<file path="config.mk">
export PLATFORM = sky130hd
export DESIGN_NAME = fts_stamp
export DESIGN_NICKNAME = d
export VERILOG_FILES = /design/src/fts_pkg.sv /design/src/fts_stamp.sv
export SDC_FILE = /design/constraint.sdc
export NUM_CORES = 1
export LEC_CHECK = 0
export BUFFER_PORTS_ARGS = -buffer_cell sky130_fd_sc_hd__buf_4
export CAP_MARGIN = 40
export CORE_ASPECT_RATIO = 1.1
export CORE_UTILIZATION = 52
export CTS_BUF_LIST = sky130_fd_sc_hd__clkbuf_8 sky130_fd_sc_hd__clkbuf_16
export DETAILED_ROUTE_END_ITERATION = 7
export MAX_ROUTING_LAYER = met4
export PLACE_DENSITY = 0.78
export SYNTH_ARGS = -nofsm -noshare
export SYNTH_HDL_FRONTEND = slang
export SYNTH_SLANG_ARGS = --single-unit
export TNS_END_PERCENT = 1
</file>
<file path="constraint.sdc">
create_clock -name clk_sys -period 2.6 [get_ports clk_sys]
set_input_delay 0.52 -clock clk_sys [delete_from_list [all_inputs] [get_ports clk_sys]]
set_output_delay 0.52 -clock clk_sys [all_outputs]
set_load 0.05 [all_outputs]
</file>
<file path="src/fts_pkg.sv">
/*
 * Package of the frame time stamp output block: register offsets, field positions
 * and reset values of the three control registers that steer the stamp pin.
 * Assumes an 8-bit register port with byte offsets as used by the host.
 */
`default_nettype none

package fts_pkg;

    // Register offsets on the host register port.
    localparam logic [7:0] FTS_OFS_TRX_CTRL_ONE  = 8'h04;
    localparam logic [7:0] FTS_OFS_EXT_MODE_ONE  = 8'h17;
    localparam logic [7:0] FTS_OFS_ANT_DIV       = 8'h0D;

    // Field positions.
    localparam int unsigned FTS_BIT_STAMP_PIN_EN = 6;
    localparam int unsigned FTS_BIT_RETRY_TX_EN  = 7;
    localparam int unsigned FTS_BIT_ANT_SW_EN    = 2;
    localparam int unsigned FTS_BIT_ANT_CTRL_LO  = 0;

    // Reset values of the registers.
    localparam logic [7:0] FTS_RST_TRX_CTRL_ONE  = 8'h22;
    localparam logic [7:0] FTS_RST_EXT_MODE_ONE  = 8'h00;
    localparam logic [7:0] FTS_RST_ANT_DIV       = 8'h00;

    // Reserved bit masks: bit 3 of the extended register reads zero.
    localparam logic [7:0] FTS_MASK_EXT_MODE_ONE = 8'hF7;
    localparam logic [7:0] FTS_MASK_ANT_DIV      = 8'h0F;

    // Static antenna control codes.
    localparam logic [1:0] FTS_ANT_ZERO          = 2'h1;
    localparam logic [1:0] FTS_ANT_ONE           = 2'h2;

    // Pin state machine, one-hot.
    typedef enum logic [2:0]
    {
        FTS_IDLE  = 3'b001,
        FTS_RX    = 3'b010,
        FTS_TX    = 3'b100
    } fts_state_t;

    // All state of the block.
    typedef struct packed
    {
        fts_state_t state;
        logic [7:0] trx_ctrl_one;
        logic [7:0] ext_mode_one;
        logic [7:0] ant_div;
        logic       pin;
        logic [7:0] rd_data;
    } fts_regs_t;

endpackage

`default_nettype wire

</file>
<file path="src/fts_stamp.sv">
/*
 * Frame time stamp output: drives the shared time stamp pin high from a valid
 * header or an auto retry transmit start until the end of the frame, and otherwise hands the
 * pin to the antenna switch control or pulls it low.
 * Assumes frame events arrive as one-cycle pulses from logic on clk_sys and that
 * register accesses come from the host register port in the same clock domain.
 */
// What this block does
// - Pin rises on valid header or transmit start.
// - Pin stays high until frame procedure ends.
// - Receive any mode; transmit only auto retry.
// - Unused pin is pulled low to ground.
// - Stamp enable at bit 6, offset 0x04.
// - Pin works regardless of receive interrupt mask.
// - Retry stamp enable at bit 7, 0x17.
// - Stamping takes over pin from antenna switch.
`default_nettype none

module fts_stamp
(
    // Clock, reset and clock enable.
    input  wire logic       clk_sys,
    input  wire logic       srst,
    input  wire logic       clk_en,
    // Host register port.
    input  wire logic       reg_wr,
    input  wire logic       reg_rd,
    input  wire logic [7:0] reg_addr,
    input  wire logic [7:0] reg_wdata,
    output logic      [7:0] reg_rdata,
    // Transceiver frame events as one-cycle pulses, and the auto retry mode level.
    input  wire logic       rx_header_valid,
    input  wire logic       rx_frame_end,
    input  wire logic       tx_frame_start,
    input  wire logic       tx_frame_end,
    input  wire logic       auto_retry_transmit_mode,
    // Receive-start interrupt mask bit, shown only to prove it has no effect.
    input  wire logic       rx_start_irq_mask,
    // Time stamp pin.
    output logic            time_stamp_pin,
    output logic            time_stamp_pin_oe
);

    // Current and next state.
    fts_pkg::fts_regs_t cur;
    fts_pkg::fts_regs_t next_cur;

    // Decoded enables.
    logic stamp_pin_enable;
    logic retry_tx_stamp_enable;
    logic antenna_switch_drive_enable;
    logic ant_level;

    // Read decode shared by the read path.
    function automatic logic [7:0] read_reg(input fts_pkg::fts_regs_t s,
                                            input logic [7:0] addr);
        case (addr)
            fts_pkg::FTS_OFS_TRX_CTRL_ONE: read_reg = s.trx_ctrl_one;
            fts_pkg::FTS_OFS_EXT_MODE_ONE: read_reg = s.ext_mode_one;
            fts_pkg::FTS_OFS_ANT_DIV:      read_reg = s.ant_div;
            default:                       read_reg = 8'h00;
        endcase
    endfunction

    // Field decode of the stored registers.
    always_comb
    begin
        stamp_pin_enable      = cur.trx_ctrl_one[fts_pkg::FTS_BIT_STAMP_PIN_EN];
        retry_tx_stamp_enable = cur.ext_mode_one[fts_pkg::FTS_BIT_RETRY_TX_EN];
        antenna_switch_drive_enable = cur.ant_div[fts_pkg::FTS_BIT_ANT_SW_EN];
        // Antenna zero drives the pin high, antenna one low.
        ant_level = (cur.ant_div[fts_pkg::FTS_BIT_ANT_CTRL_LO +: 2] == fts_pkg::FTS_ANT_ZERO);
    end

    // Next-state logic: registers, frame tracking and pin level.
    always_comb
    begin
        next_cur = cur;
        // Register writes.
        if (reg_wr)
        begin
            case (reg_addr)
                fts_pkg::FTS_OFS_TRX_CTRL_ONE: next_cur.trx_ctrl_one = reg_wdata;
                fts_pkg::FTS_OFS_EXT_MODE_ONE:
                    next_cur.ext_mode_one = reg_wdata & fts_pkg::FTS_MASK_EXT_MODE_ONE;
                fts_pkg::FTS_OFS_ANT_DIV:
                    next_cur.ant_div = reg_wdata & fts_pkg::FTS_MASK_ANT_DIV;
                default: ;
            endcase
        end
        // Read data held in a flip-flop.
        if (reg_rd)
        begin
            next_cur.rd_data = read_reg(cur, reg_addr);
        end
        // Frame tracking; the interrupt mask is never consulted.
        case (cur.state)
            fts_pkg::FTS_IDLE:
            begin
                if (stamp_pin_enable && rx_header_valid)
                begin
                    next_cur.state = fts_pkg::FTS_RX;
                end
                else if (stamp_pin_enable && retry_tx_stamp_enable
                         && auto_retry_transmit_mode && tx_frame_start)
                begin
                    next_cur.state = fts_pkg::FTS_TX;
                end
            end
            fts_pkg::FTS_RX:
            begin
                if (rx_frame_end || !stamp_pin_enable)
                begin
                    next_cur.state = fts_pkg::FTS_IDLE;
                end
            end
            fts_pkg::FTS_TX:
            begin
                if (tx_frame_end || !stamp_pin_enable)
                begin
                    next_cur.state = fts_pkg::FTS_IDLE;
                end
            end
            default: next_cur.state = fts_pkg::FTS_IDLE;
        endcase
        // Pin level: stamping wins, then antenna switch, else ground.
        if (stamp_pin_enable)
        begin
            next_cur.pin = (next_cur.state != fts_pkg::FTS_IDLE);
        end
        else if (antenna_switch_drive_enable)
        begin
            next_cur.pin = ant_level;
        end
        else
        begin
            next_cur.pin = 1'b0;
        end
    end

    // State register with synchronous reset and clock enable.
    always_ff @(posedge clk_sys)
    begin
        if (srst)
        begin
            cur.state        <= fts_pkg::FTS_IDLE;
            cur.trx_ctrl_one <= fts_pkg::FTS_RST_TRX_CTRL_ONE;
            cur.ext_mode_one <= fts_pkg::FTS_RST_EXT_MODE_ONE;
            cur.ant_div      <= fts_pkg::FTS_RST_ANT_DIV;
            cur.pin          <= 1'b0;
            cur.rd_data      <= 8'h00;
        end
        else if (clk_en)
        begin
            cur <= next_cur;
        end
    end

    // Outputs; the pin is always driven, low when unused.
    // Driving it low rather than releasing it keeps the host input from floating.
    assign reg_rdata         = cur.rd_data;
    assign time_stamp_pin    = cur.pin;
    assign time_stamp_pin_oe = 1'b1;

    // Receive stamp: an enabled header in idle raises the pin one edge later.
    a_rx_rise: assert property (@(posedge clk_sys) disable iff (srst)
        clk_en && cur.state == fts_pkg::FTS_IDLE && stamp_pin_enable && rx_header_valid
        && !reg_wr |=> time_stamp_pin)
        else $error("pin did not rise on header");

    // Pin stays high while in a receive frame without end or disable.
    // A cleared enable is seen one edge after its write, so it must be part of the
    // antecedent: the frame legally ends on that edge without an end pulse.
    a_frame_hold: assert property (@(posedge clk_sys) disable iff (srst)
        clk_en && cur.state == fts_pkg::FTS_RX && !rx_frame_end && !reg_wr
        && stamp_pin_enable |=> time_stamp_pin)
        else $error("pin fell during frame");

    // No transmit stamp outside auto retry mode.
    a_tx_mode: assert property (@(posedge clk_sys) disable iff (srst)
        cur.state == fts_pkg::FTS_IDLE && !auto_retry_transmit_mode && !rx_header_valid
        |=> cur.state != fts_pkg::FTS_TX)
        else $error("transmit stamp outside retry mode");

    // Unused pin is low.
    // The pin level is chosen from the stored enables, not from a pending write,
    // so the check looks at the enables that the next pin value really uses.
    a_pin_ground: assert property (@(posedge clk_sys) disable iff (srst)
        clk_en && !stamp_pin_enable && !antenna_switch_drive_enable
        |=> !time_stamp_pin)
        else $error("unused pin not grounded");

    // Stamp enable write reads back at bit 6.
    a_enable_bit: assert property (@(posedge clk_sys) disable iff (srst)
        clk_en && reg_wr && reg_addr == fts_pkg::FTS_OFS_TRX_CTRL_ONE
        |=> stamp_pin_enable == $past(reg_wdata[fts_pkg::FTS_BIT_STAMP_PIN_EN]))
        else $error("stamp enable bit not stored");

    // The interrupt mask does not stop the pin.
    a_mask_free: assert property (@(posedge clk_sys) disable iff (srst)
        clk_en && !rx_start_irq_mask && cur.state == fts_pkg::FTS_IDLE && stamp_pin_enable
        && rx_header_valid && !reg_wr |=> time_stamp_pin)
        else $error("mask blocked the pin");

    // Transmit stamp requires retry enable.
    a_tx_enable: assert property (@(posedge clk_sys) disable iff (srst)
        cur.state == fts_pkg::FTS_IDLE && !retry_tx_stamp_enable && !rx_header_valid
        |=> cur.state != fts_pkg::FTS_TX)
        else $error("transmit stamp without enable");

    // Stamping overrides the antenna switch level.
    a_pin_owner: assert property (@(posedge clk_sys) disable iff (srst)
        stamp_pin_enable |-> time_stamp_pin == (cur.state != fts_pkg::FTS_IDLE)
        || $changed(cur.trx_ctrl_one))
        else $error("antenna drove stamped pin");

    // Pin changes only on a clock-enabled edge or a reset edge.
    a_pin_reg: assert property (@(posedge clk_sys) disable iff (srst)
        !$past(clk_en) && !$past(srst) |-> $stable(time_stamp_pin))
        else $error("pin changed without enable");

endmodule

`default_nettype wire

</file>
==> reports/qor.yml, run 1 <==
clock_network:
  cts_resized: 0
  clockRootBuffer: "clkbuf_8"
  cts_tree: "built"
  post-cts-setup-buffer-count: 0
  clock_path_buffers: 2
  cts.clk_slew.worst_paths_ns: 0.06
  ctsHoldBuffers: 0
  clock_sinks: 31
  htreeDepth: 2
  cts_buffers: 5
  insertion_delay_ns: 0.28
logic_synthesis:
  synth_warnings: 0
  synth_top_area_share_pct: 41.0
  syn_area_um2: 1510
  ys.flop_type: "dfxtp_1"
  ys_types: 39
  yosys-top-cells-count: "dfxtp_1, nor2_1, mux2i_1"
  synthCells: 161
  synth_most_common_cell: "dfxtp_1"
  avgSynthCellArea_um2: 9.40
  async_reset_ff_share_pct: 0
  ys_ff_latch: 31
  synth_area_leaders: "dfxtp_1, mux2i_1, nor2_1"
  mappedNetlistNets: 188
  ys_seq_area_share_pct: 41.0
  synth_edf_count: 0
  yosysTopAreaCell: "dfxtp_1"
timing:
  clock_skew_ns: 0.00118
  fin_tns_setup_ns: 0
  relSlewSlack_pct: 66.5
  setup_violations: 0
  hold_ws_ns: 0.451
  fmax_mhz: 490
  fin_ws_ns: 0.558
  drv_slew: 0
  rsz0062_at_grt: "no"
  worstMarginPinSlew_ns: 0.502
  min_period_over_period_pct: 78.5
  hold_viol_final: 0
  min_period_ns: 2.04
global_route:
  antenna_found_initial: 0
  grt_max_degree: 27
  grt_pass1_vias: 1242
  track_usage_pct: 23.7
  grt_pass1_wl_mm: 5.18
  gr-total-overflow: 0
drt:
  drt_first_pass_iters: 6
  drc: 1
  wl_per_cell_um: 13.9
  routed_wl_mm: 3.07
  avgViaCountPerCell: 5.65
  dr.first_iter.drc_count: 37
  vias: 1249
  detail-route-antenna-nets: 0
die:
  dieArea_um2: 3130
  start_util_pct: 54.5
  fp-row-count: 20
  io-pin-count: 37
  fp.dieH_um: 58.6
  core_um2: 2780
  die_w_um: 53.4
layout:
  num_antenna_cells: 0
  final_area_um2: 1800
  final_net_count: 214
  drive_gt1_share_pct: 24.5
  syn_to_final_growth_pct: 18.7
worst_setup_path:
  worstPathCellList: "buf_4 -> or4b_4 -> or3_1 -> a211o_1"
  endpoint_kind: "flop"
  crit_family: "simple AND/OR/NAND/NOR gates"
  path_max_fanout: 10
  cp_slowest_cell: "or4b_4"
  critPathArrivalTime_ns: 2.21
  worstPathRequired_ns: 2.77
  crit_buf_inv: 1
  startpoint_type: "primary input"
  worstSetupPathType: "in2reg"
  cpPeakStageDelay_ns: 0.60
place:
  postPlaceCellArea_um2: 1720
  gp_congestion: 0.786
  post-place-ws_ns: 0.257
  dp_hpwl_mm: 2.35
  port_buffers: 34
status:
  violations: "design-rule violations"
  status: "finished, violations left"
worst_hold_path:
  hp-class: "reg2reg"
power_and_ir_drop:
  peakVddDrop_v: 0.000354
  cellPowerDensity_nw_per_um2: 501
  p_leak_nw: 0.770
job:
  max_cap_violations: 0
==> final cells by class <==
| type | instances | area, µm² |
|---|---|---|
| timing repair buffer | 35 | 263 |
| clock buffer | 5 | 68.8 |
| multi-input combinational | 107 | 764 |
| inverter | 7 | 26.3 |
| clock inverter | 3 | 12.5 |
| sequential | 31 | 621 |
| fill | 234 | 981 |
| tap | 33 | 41.3 |
==> worst min-delay path: cells and delay by family, from the launching register on <==
family           cells  cell delay [ns]
AND/OR/NAND/NOR      1             0.05
AO/OA/AOI/OAI        1             0.05
flip-flops           1             0.31
==> cell families (layout without fill, tap and decap cells) <==
kind of cell           Yosys count  in the layout  share of synthesized area [%]
AO/OA/AOI/OAI                   32             32                           17.9
buffers and inverters           23             50                           8.51
flip-flops                      31             31                           41.0
multiplexers                    17             17                           11.2
other                            1              1                          0.248
AND/OR/NAND/NOR                 57             57                           21.2
==> registers in the layout, indices dropped and copies added (netlist names) <==
signal,flops
cur,21
reg_rdata,8
time_stamp_pin,1
antenna_switch_drive_enable,1
==> where the power goes <==
part	total, mW	internal [mW]	switching [mW]
Sequential	0.480	0.477	0.00275
Combinational	0.0773	0.0361	0.0411
Clock	0.344	0.179	0.164
Total	0.901	0.693	0.208
==> metal layers <==
metal / global-route usage [%] / vias up / routed length [µm]
met5: - / - / 0
li1: - / 617 / -
met2: 40.0 / 34 / 1570
met4: 12.0 / 0 / 53
met3: 5.68 / 7 / 136
met1: 25.1 / 591 / 1310
==> path summary, 6_finish.rpt <==
path	start	endpoint	slack, ns	depth (start not counted)
setup / recovery	reg_addr[5]	cur[26]	0.56	4
hold / removal	reg_rdata[3]	reg_rdata[3]	0.45	2
hold reg to reg	reg_rdata[3]	reg_rdata[3]	0.45	2
setup reg to reg	cur[31]	time_stamp_pin	1.30	4
==> cell usage in the layout, fill, tap and decap left out, types with 3 or more instances in the layout <==
cell      Yosys  layout
mux2i_1      17      17
dfxtp_1      31      31
a22o_1       11      11
a21oi_1       3       3
a211o_1       3       3
nor2_1       26      26
clkbuf_8      0       5
buf_4         9      35
nor3_1        5       5
o21ai_0       3       3
nand2_1       6       6
a221o_1       3       3
inv_1         7       9
==> through the flow <==
stage	utilization, %	power (mW)	cells
floorplan	-	0.528	161
global placement	61.8	0.564	213
detailed placement	61.8	0.567	213
CTS	64.7	0.910	221
global route	64.7	0.937	221
finish	64.7	0.901	221
No activity file was read; power rests on OpenSTA's default activity.
==> inputs of run 2 (changes only) <==
==> constraint.sdc (replaced) <==
create_clock -name clk_sys -period 1.9 [get_ports clk_sys]
set_input_delay 0.38 -clock clk_sys [delete_from_list [all_inputs] [get_ports clk_sys]]
set_output_delay 0.38 -clock clk_sys [all_outputs]
set_load 0.05 [all_outputs]
==> run 2 against run 1 <==
The flow still finishes with violations (design-rule violations). Clock skew is 0.0036 ns higher. Global-route usage rose by 3.8 points. Combinational power increased by 51%. Sequential power is 37% higher.
==> reports/qor.yml, run 2 (synthesized netlist as in run 1, its figures left out) <==
die:
  die_w_um: 53.4  # unchanged
  dieArea_um2: 3130  # unchanged
  io-pin-count: 37  # unchanged
  start_util_pct: 54.5  # unchanged
  fp-row-count: 20  # unchanged
  fp.dieH_um: 58.6  # unchanged
  core_um2: 2780  # unchanged
layout:
  num_antenna_cells: 0  # unchanged
  final_area_um2: 1910  # +6.5%
  multi_input_area_um2: 764  # unchanged
  largest_reg_flops: 21  # unchanged
  top_register: "cur"
  stdcell_count: 235  # +6.3%
  fill_cells: 235  # +0.43%
  drive_gt1_share_pct: 29.7  # +5.2 points
  final_net_count: 228  # +6.5%
  seqCellArea_um2: 621  # unchanged
  mostFrequentLayoutCell: "buf_4"
  syn_to_final_growth_pct: 26.4
  post-route-util_pct: 68.9  # +4.2 points
  final_cell_mix: "buf_4, dfxtp_1, nor2_1"
worst_setup_path:
  cp_slowest_cell: "or4b_4"
  cpPeakStageDelay_ns: 0.58  # -0.02 ns
  crit_buf_inv: 2  # +1
  cp-endpoint: "cur[31]"
  cp-startpoint: "reg_addr[5]"
  reg2reg_setup_slack_ns: 0.60  # -0.70 ns
  worstPathRequired_ns: 2.06  # -0.71 ns
  startpoint_type: "primary input"
  worstSetupPathType: "in2reg"
  cpMostUsedCell: "buf_4"
  crit_family: "simple AND/OR/NAND/NOR gates"
  critPathArrivalTime_ns: 1.94  # -0.27 ns
  path_max_fanout: 5  # -5
  reg2reg_from: "cur[31]"
  endpoint_kind: "flop"
  reg2reg_depth: 4  # unchanged
  worstPathCellList: "buf_4 -> or4b_4 -> or3_1 -> buf_4 -> mux2i_1 -> nor2_1"
  r2r_end: "time_stamp_pin"
  path_depth: 6  # +2
clock_network:
  post-cts-setup-buffer-count: 0  # unchanged
  clock_sinks: 31  # unchanged
  clockRootBuffer: "clkbuf_8"
  cts_buffers: 5  # unchanged
  clock_path_buffers: 2  # unchanged
  cts_resized: 0  # unchanged
  insertion_delay_ns: 0.29  # about the same
  cts.clk_slew.worst_paths_ns: 0.07  # about the same
  cts_tree: "built"
  htreeDepth: 2  # unchanged
  ctsHoldBuffers: 0  # unchanged
drt:
  dr.first_iter.drc_count: 39  # +5.4%
  wl_per_cell_um: 14.5  # +4.8%
  avgViaCountPerCell: 5.55  # -1.7%
  detail-route-antenna-nets: 0  # unchanged
  drt_first_pass_iters: 6  # unchanged
  routed_wl_mm: 3.42  # +11%
  vias: 1305  # +4.5%
  drc: 1  # unchanged
power_and_ir_drop:
  pwr-share-clk_pct: 38.7  # +0.6 points
  p_leak_nw: 0.845  # +9.7%
  p_int_mw: 0.956  # +38%
  peakVddDrop_v: 0.000538  # +52%
  combPwrFrac_pct: 9.3  # +0.7 points
  swShare_pct: 24.3  # +1.2 points
  cellPowerDensity_nw_per_um2: 660  # +32%
  p_seq_share_pct: 52.0  # -1.3 points
  p_switching_mw: 0.307  # +48%
  power_mw: 1.26  # +40%
place:
  gp_congestion: 0.801  # +1.9%
  port_buffers: 34  # unchanged
  postPlaceCellArea_um2: 1830  # +6.9%
  dp_cells: 227  # +6.6%
  dp_hpwl_mm: 2.48  # +5.2%
  post-place-ws_ns: -0.159  # -0.416 ns
timing:
  fin_ws_ns: 0.129  # -0.429 ns
  hold_ws_ns: 0.339  # -0.111 ns
  rsz0062_at_grt: "no"
  relSlewSlack_pct: 63.5  # -3.0 points
  worstMarginPinSlew_ns: 0.547  # +0.0454 ns
  min_period_ns: 1.77
  setup_violations: 0  # unchanged
  clock_skew_ns: 0.00479  # +0.00361 ns
  fmax_mhz: 565
  drv_slew: 0  # unchanged
  min_period_over_period_pct: 93.2
  hold_viol_final: 0  # unchanged
  fin_tns_setup_ns: 0  # unchanged
global_route:
  grt_max_degree: 27  # unchanged
  track_usage_pct: 27.4  # +3.8 points
  gr-total-overflow: 0  # unchanged
  grt_pass1_vias: 1310  # +5.5%
  grt_pass1_wl_mm: 5.91  # +14%
  antenna_found_initial: 0  # unchanged
status:
  violations: "design-rule violations"
  status: "finished, violations left"
worst_hold_path:
  hp-class: "in2reg"
job:
  max_cap_violations: 0  # unchanged
-- run 2: cell count changes in the layout (fill, tap and decap cells not counted) --
cell	previous run	this run
buf_4	35	48
buf_12	0	1
-- run 2: power groups by stage --
stage,clock network [mW],registers [mW],logic (mW)
floorplan,0,0.674,0.0494
CTS,0.499,0.657,0.117
global placement,0,0.671,0.112
detailed placement,0,0.671,0.116
finish,0.489,0.657,0.117
global route,0.533,0.657,0.127
-- run 2: area by class of cell --
type	instances	share of cell area, %
Sequential cell	31	32.4
Tap cell	33	2.16
Clock buffer	5	3.59
Multi-Input combinational cell	107	39.9
Clock inverter	3	0.654
Timing Repair Buffer	49	19.9
Inverter	7	1.37
-- run 2: worst min path at each step --
stage,from,endpoint,slack (ns),depth (start not counted)
floorplan,reg_rdata[3],reg_rdata[3],0.43,2
global placement,reg_rdata[3],reg_rdata[3],0.44,2
detailed placement,cur[26],cur[26],0.45,1
CTS,reg_wdata[7],cur[32],0.33,3
global route,reg_wdata[3],cur[12],0.35,3
finish,reg_wdata[3],cur[12],0.34,3
-- run 2: metal layers --
metal / global-route usage [%] / vias up / wire length (µm)
li1: - / 645 / -
met4: 13.5 / 0 / 65
met5: - / - / 0
met1: 32.3 / 621 / 1560
met3: 8.27 / 8 / 148
met2: 41.8 / 31 / 1650
-- run 2: worst min-delay path: cells and delay by family --
family | cells | cell delay [ns]
buf+inv | 1 | 0.08
simple gates | 1 | 0.07
mux | 1 | 0.06
==> inputs of run 3 (changes only) <==
--- a/config.mk
+++ b/config.mk
@@ -8,11 +8,11 @@
 export BUFFER_PORTS_ARGS = -buffer_cell sky130_fd_sc_hd__buf_4
 export CAP_MARGIN = 40
 export CORE_ASPECT_RATIO = 1.1
-export CORE_UTILIZATION = 52
+export CORE_UTILIZATION = 47
 export CTS_BUF_LIST = sky130_fd_sc_hd__clkbuf_8 sky130_fd_sc_hd__clkbuf_16
 export DETAILED_ROUTE_END_ITERATION = 7
 export MAX_ROUTING_LAYER = met4
-export PLACE_DENSITY = 0.78
+export PLACE_DENSITY = 0.74
 export SYNTH_ARGS = -nofsm -noshare
 export SYNTH_HDL_FRONTEND = slang
 export SYNTH_SLANG_ARGS = --single-unit
==> constraint.sdc (replaced) <==
create_clock -name clk_sys -period 1.59 [get_ports clk_sys]
set_input_delay 0.318 -clock clk_sys [delete_from_list [all_inputs] [get_ports clk_sys]]
set_output_delay 0.318 -clock clk_sys [all_outputs]
set_load 0.05 [all_outputs]
==> run 3 against run 2 <==
The flow now finishes without violations. Global-route usage is 6.1 points lower. Setup slack worse by 0.12 ns. Final area is 3.2% higher. Sequential share of layout area is 1.0 points lower. Die area is 10% higher. First-iteration DRC count is 13% lower. Clock-buffer cell count stayed put. Critical path depth is 1 higher. Combinational power is 27% higher. Flip-flop and latch count stayed put. Register-to-register slack worse by 0.32 ns. Critical path type unchanged. Largest power group unchanged.
==> reports/qor.yml, run 3 (synthesized netlist as in run 1, its figures left out) <==
layout:
  largest_reg_flops: 21  # unchanged
  final_area_um2: 1980  # +3.2%
  num_antenna_cells: 0  # unchanged
  top_register: "cur"
  final_net_count: 233  # +2.2%
  mostFrequentLayoutCell: "buf_4"
  drive_gt1_share_pct: 32.4  # +2.7 points
  fill_cells: 260  # +11%
  final_cell_mix: "buf_4, dfxtp_1, nor2_1"
  syn_to_final_growth_pct: 30.5
  seqCellArea_um2: 621  # unchanged
  multi_input_area_um2: 773  # +1.1%
worst_hold_path:
  hp-class: "in2reg"
  hold_path.startpoint: "reg_wdata[3]"
  hold_path_depth: 3  # unchanged
  hold_end: "cur[28]"
place:
  post-place-ws_ns: -0.365  # -0.206 ns
  gp_congestion: 0.830  # +3.6%
  postPlaceCellArea_um2: 1860  # +1.6%
  dp_hpwl_mm: 2.52  # +1.7%
  port_buffers: 34  # unchanged
clock_network:
  cts.clk_slew.worst_paths_ns: 0.06  # about the same
  htreeDepth: 2  # unchanged
  clock_sinks: 31  # unchanged
  cts_tree: "built"
  post-cts-setup-buffer-count: 0  # unchanged
  clockRootBuffer: "clkbuf_8"
  clock_path_buffers: 2  # unchanged
  insertion_delay_ns: 0.28  # about the same
  cts_buffers: 5  # unchanged
die:
  die_w_um: 56.1  # +5.0%
  core_um2: 3050  # +9.7%
  io-pin-count: 37  # unchanged
  start_util_pct: 49.7  # -4.8 points
  fp-row-count: 21  # +5.0%
  dieArea_um2: 3450  # +10%
  fp.dieH_um: 61.5  # +5.0%
timing:
  min_period_ns: 1.58
  drv_slew: 0  # unchanged
  setup_violations: 0  # unchanged
  hold_viol_final: 0  # unchanged
  rsz0062_at_grt: "yes"
  fin_ws_ns: 0.00530  # -0.124 ns
  hold_ws_ns: 0.278  # -0.0609 ns
  fmax_mhz: 631
  min_period_over_period_pct: 99.7
  worstMarginPinSlew_ns: 0.510  # -0.0367 ns
  relSlewSlack_pct: 66.0  # +2.4 points
  clock_skew_ns: 0.00239  # -0.00240 ns
job:
  max_cap_violations: 0  # unchanged
drt:
  routed_wl_mm: 3.33  # -2.5%
  wl_per_cell_um: 13.8  # -5.0%
  detail-route-antenna-nets: 0  # unchanged
  vias: 1303  # -0.15%
  avgViaCountPerCell: 5.41  # -2.6%
  drc: 0  # -1
  dr.first_iter.drc_count: 34  # -13%
  drt_first_pass_iters: 4  # -2
global_route:
  antenna_found_initial: 0  # unchanged
  grt_pass1_wl_mm: 5.42  # -8.2%
  gr-total-overflow: 0  # unchanged
  grt_pass1_vias: 1229  # -6.2%
  track_usage_pct: 21.3  # -6.1 points
  grt_max_degree: 27  # unchanged
worst_setup_path:
  reg2reg_from: "cur[31]"
  critPathArrivalTime_ns: 1.75  # -0.19 ns
  endpoint_kind: "flop"
  path_max_fanout: 6  # +1
  r2r_end: "cur[35]"
  reg2reg_setup_slack_ns: 0.28  # -0.32 ns
  startpoint_type: "primary input"
  worstSetupPathType: "in2reg"
  worstPathRequired_ns: 1.75  # -0.31 ns
  reg2reg_depth: 4  # unchanged
power_and_ir_drop:
  cellPowerDensity_nw_per_um2: 765  # +16%
  peakVddDrop_v: 0.000681  # +26%
  p_leak_nw: 0.875  # +3.6%
status:
  status: "completed"
## run 3: power by group
| part | internal, mW | switching, mW | leakage [nW] |
|---|---|---|---|
| Sequential | 0.780 | 0.00418 | 0.250 |
| Combinational | 0.0767 | 0.0721 | 0.574 |
| Clock | 0.294 | 0.284 | 0.0505 |
## run 3: repair_timing
action | CTS | global route
hold buffers | 0 | 0
cloned | 0 | 0
endpoints found under the setup margin | 12 | 16
endpoints found under the hold margin | 0 | 0
pin swaps | 0 | 4
gates resized for setup | 2 | 6
## run 3: worst max-delay path, stage by stage
cell and delay [ns]:
buf_6 0.09, or4b_4 0.55, buf_8 0.16, nor4_4 0.20, buf_4 0.19, mux2i_1 0.19
nor2_1 0.06
## run 3: metal layers
layer	GRT usage (%)	vias to the layer above	wire [µm]
met1	25.2	618	1590
met2	35.2	25	1590
met5	-	-	0
met3	5.04	6	112
li1	-	654	-
met4	9.41	0	36
## run 3: final cells by class
| type | instances | share of cell area (%) |
|---|---|---|
| inverters | 7 | 1.33 |
| multi-input cells | 107 | 39.1 |
| flip-flops and latches | 31 | 31.4 |
| repair buffers | 54 | 21.8 |
| well taps | 34 | 2.15 |
| clock inverters | 3 | 0.633 |
| clock buffers | 5 | 3.48 |
## run 3: stage by stage
stage | std cells | total power, mW | util [%] | TNS [ns]
floorplan | 161 | 0.865 | - | -2.65
global placement | 233 | 0.944 | 61.1 | -7.31
detailed placement | 233 | 0.947 | 61.1 | -7.67
CTS | 241 | 1.52 | 64.1 | -0.00808
global route | 241 | 1.58 | 64.8 | -0.297
finish | 241 | 1.51 | 64.8 | 0
## run 3: worst max path at each step
| stage | endpoint | depth (start not counted) | from | slack, ns |
|---|---|---|---|---|
| finish | cur[10] | 7 | reg_addr[6] | 0.005 |
| global route | cur[25] | 6 | reg_addr[6] | -0.05 |
| CTS | cur[10] | 7 | reg_addr[5] | -0.008 |
| detailed placement | cur[32] | 6 | reg_addr[1] | -0.36 |
| global placement | cur[31] | 6 | reg_addr[1] | -0.33 |
| floorplan | cur[24] | 5 | reg_addr[5] | -0.15 |
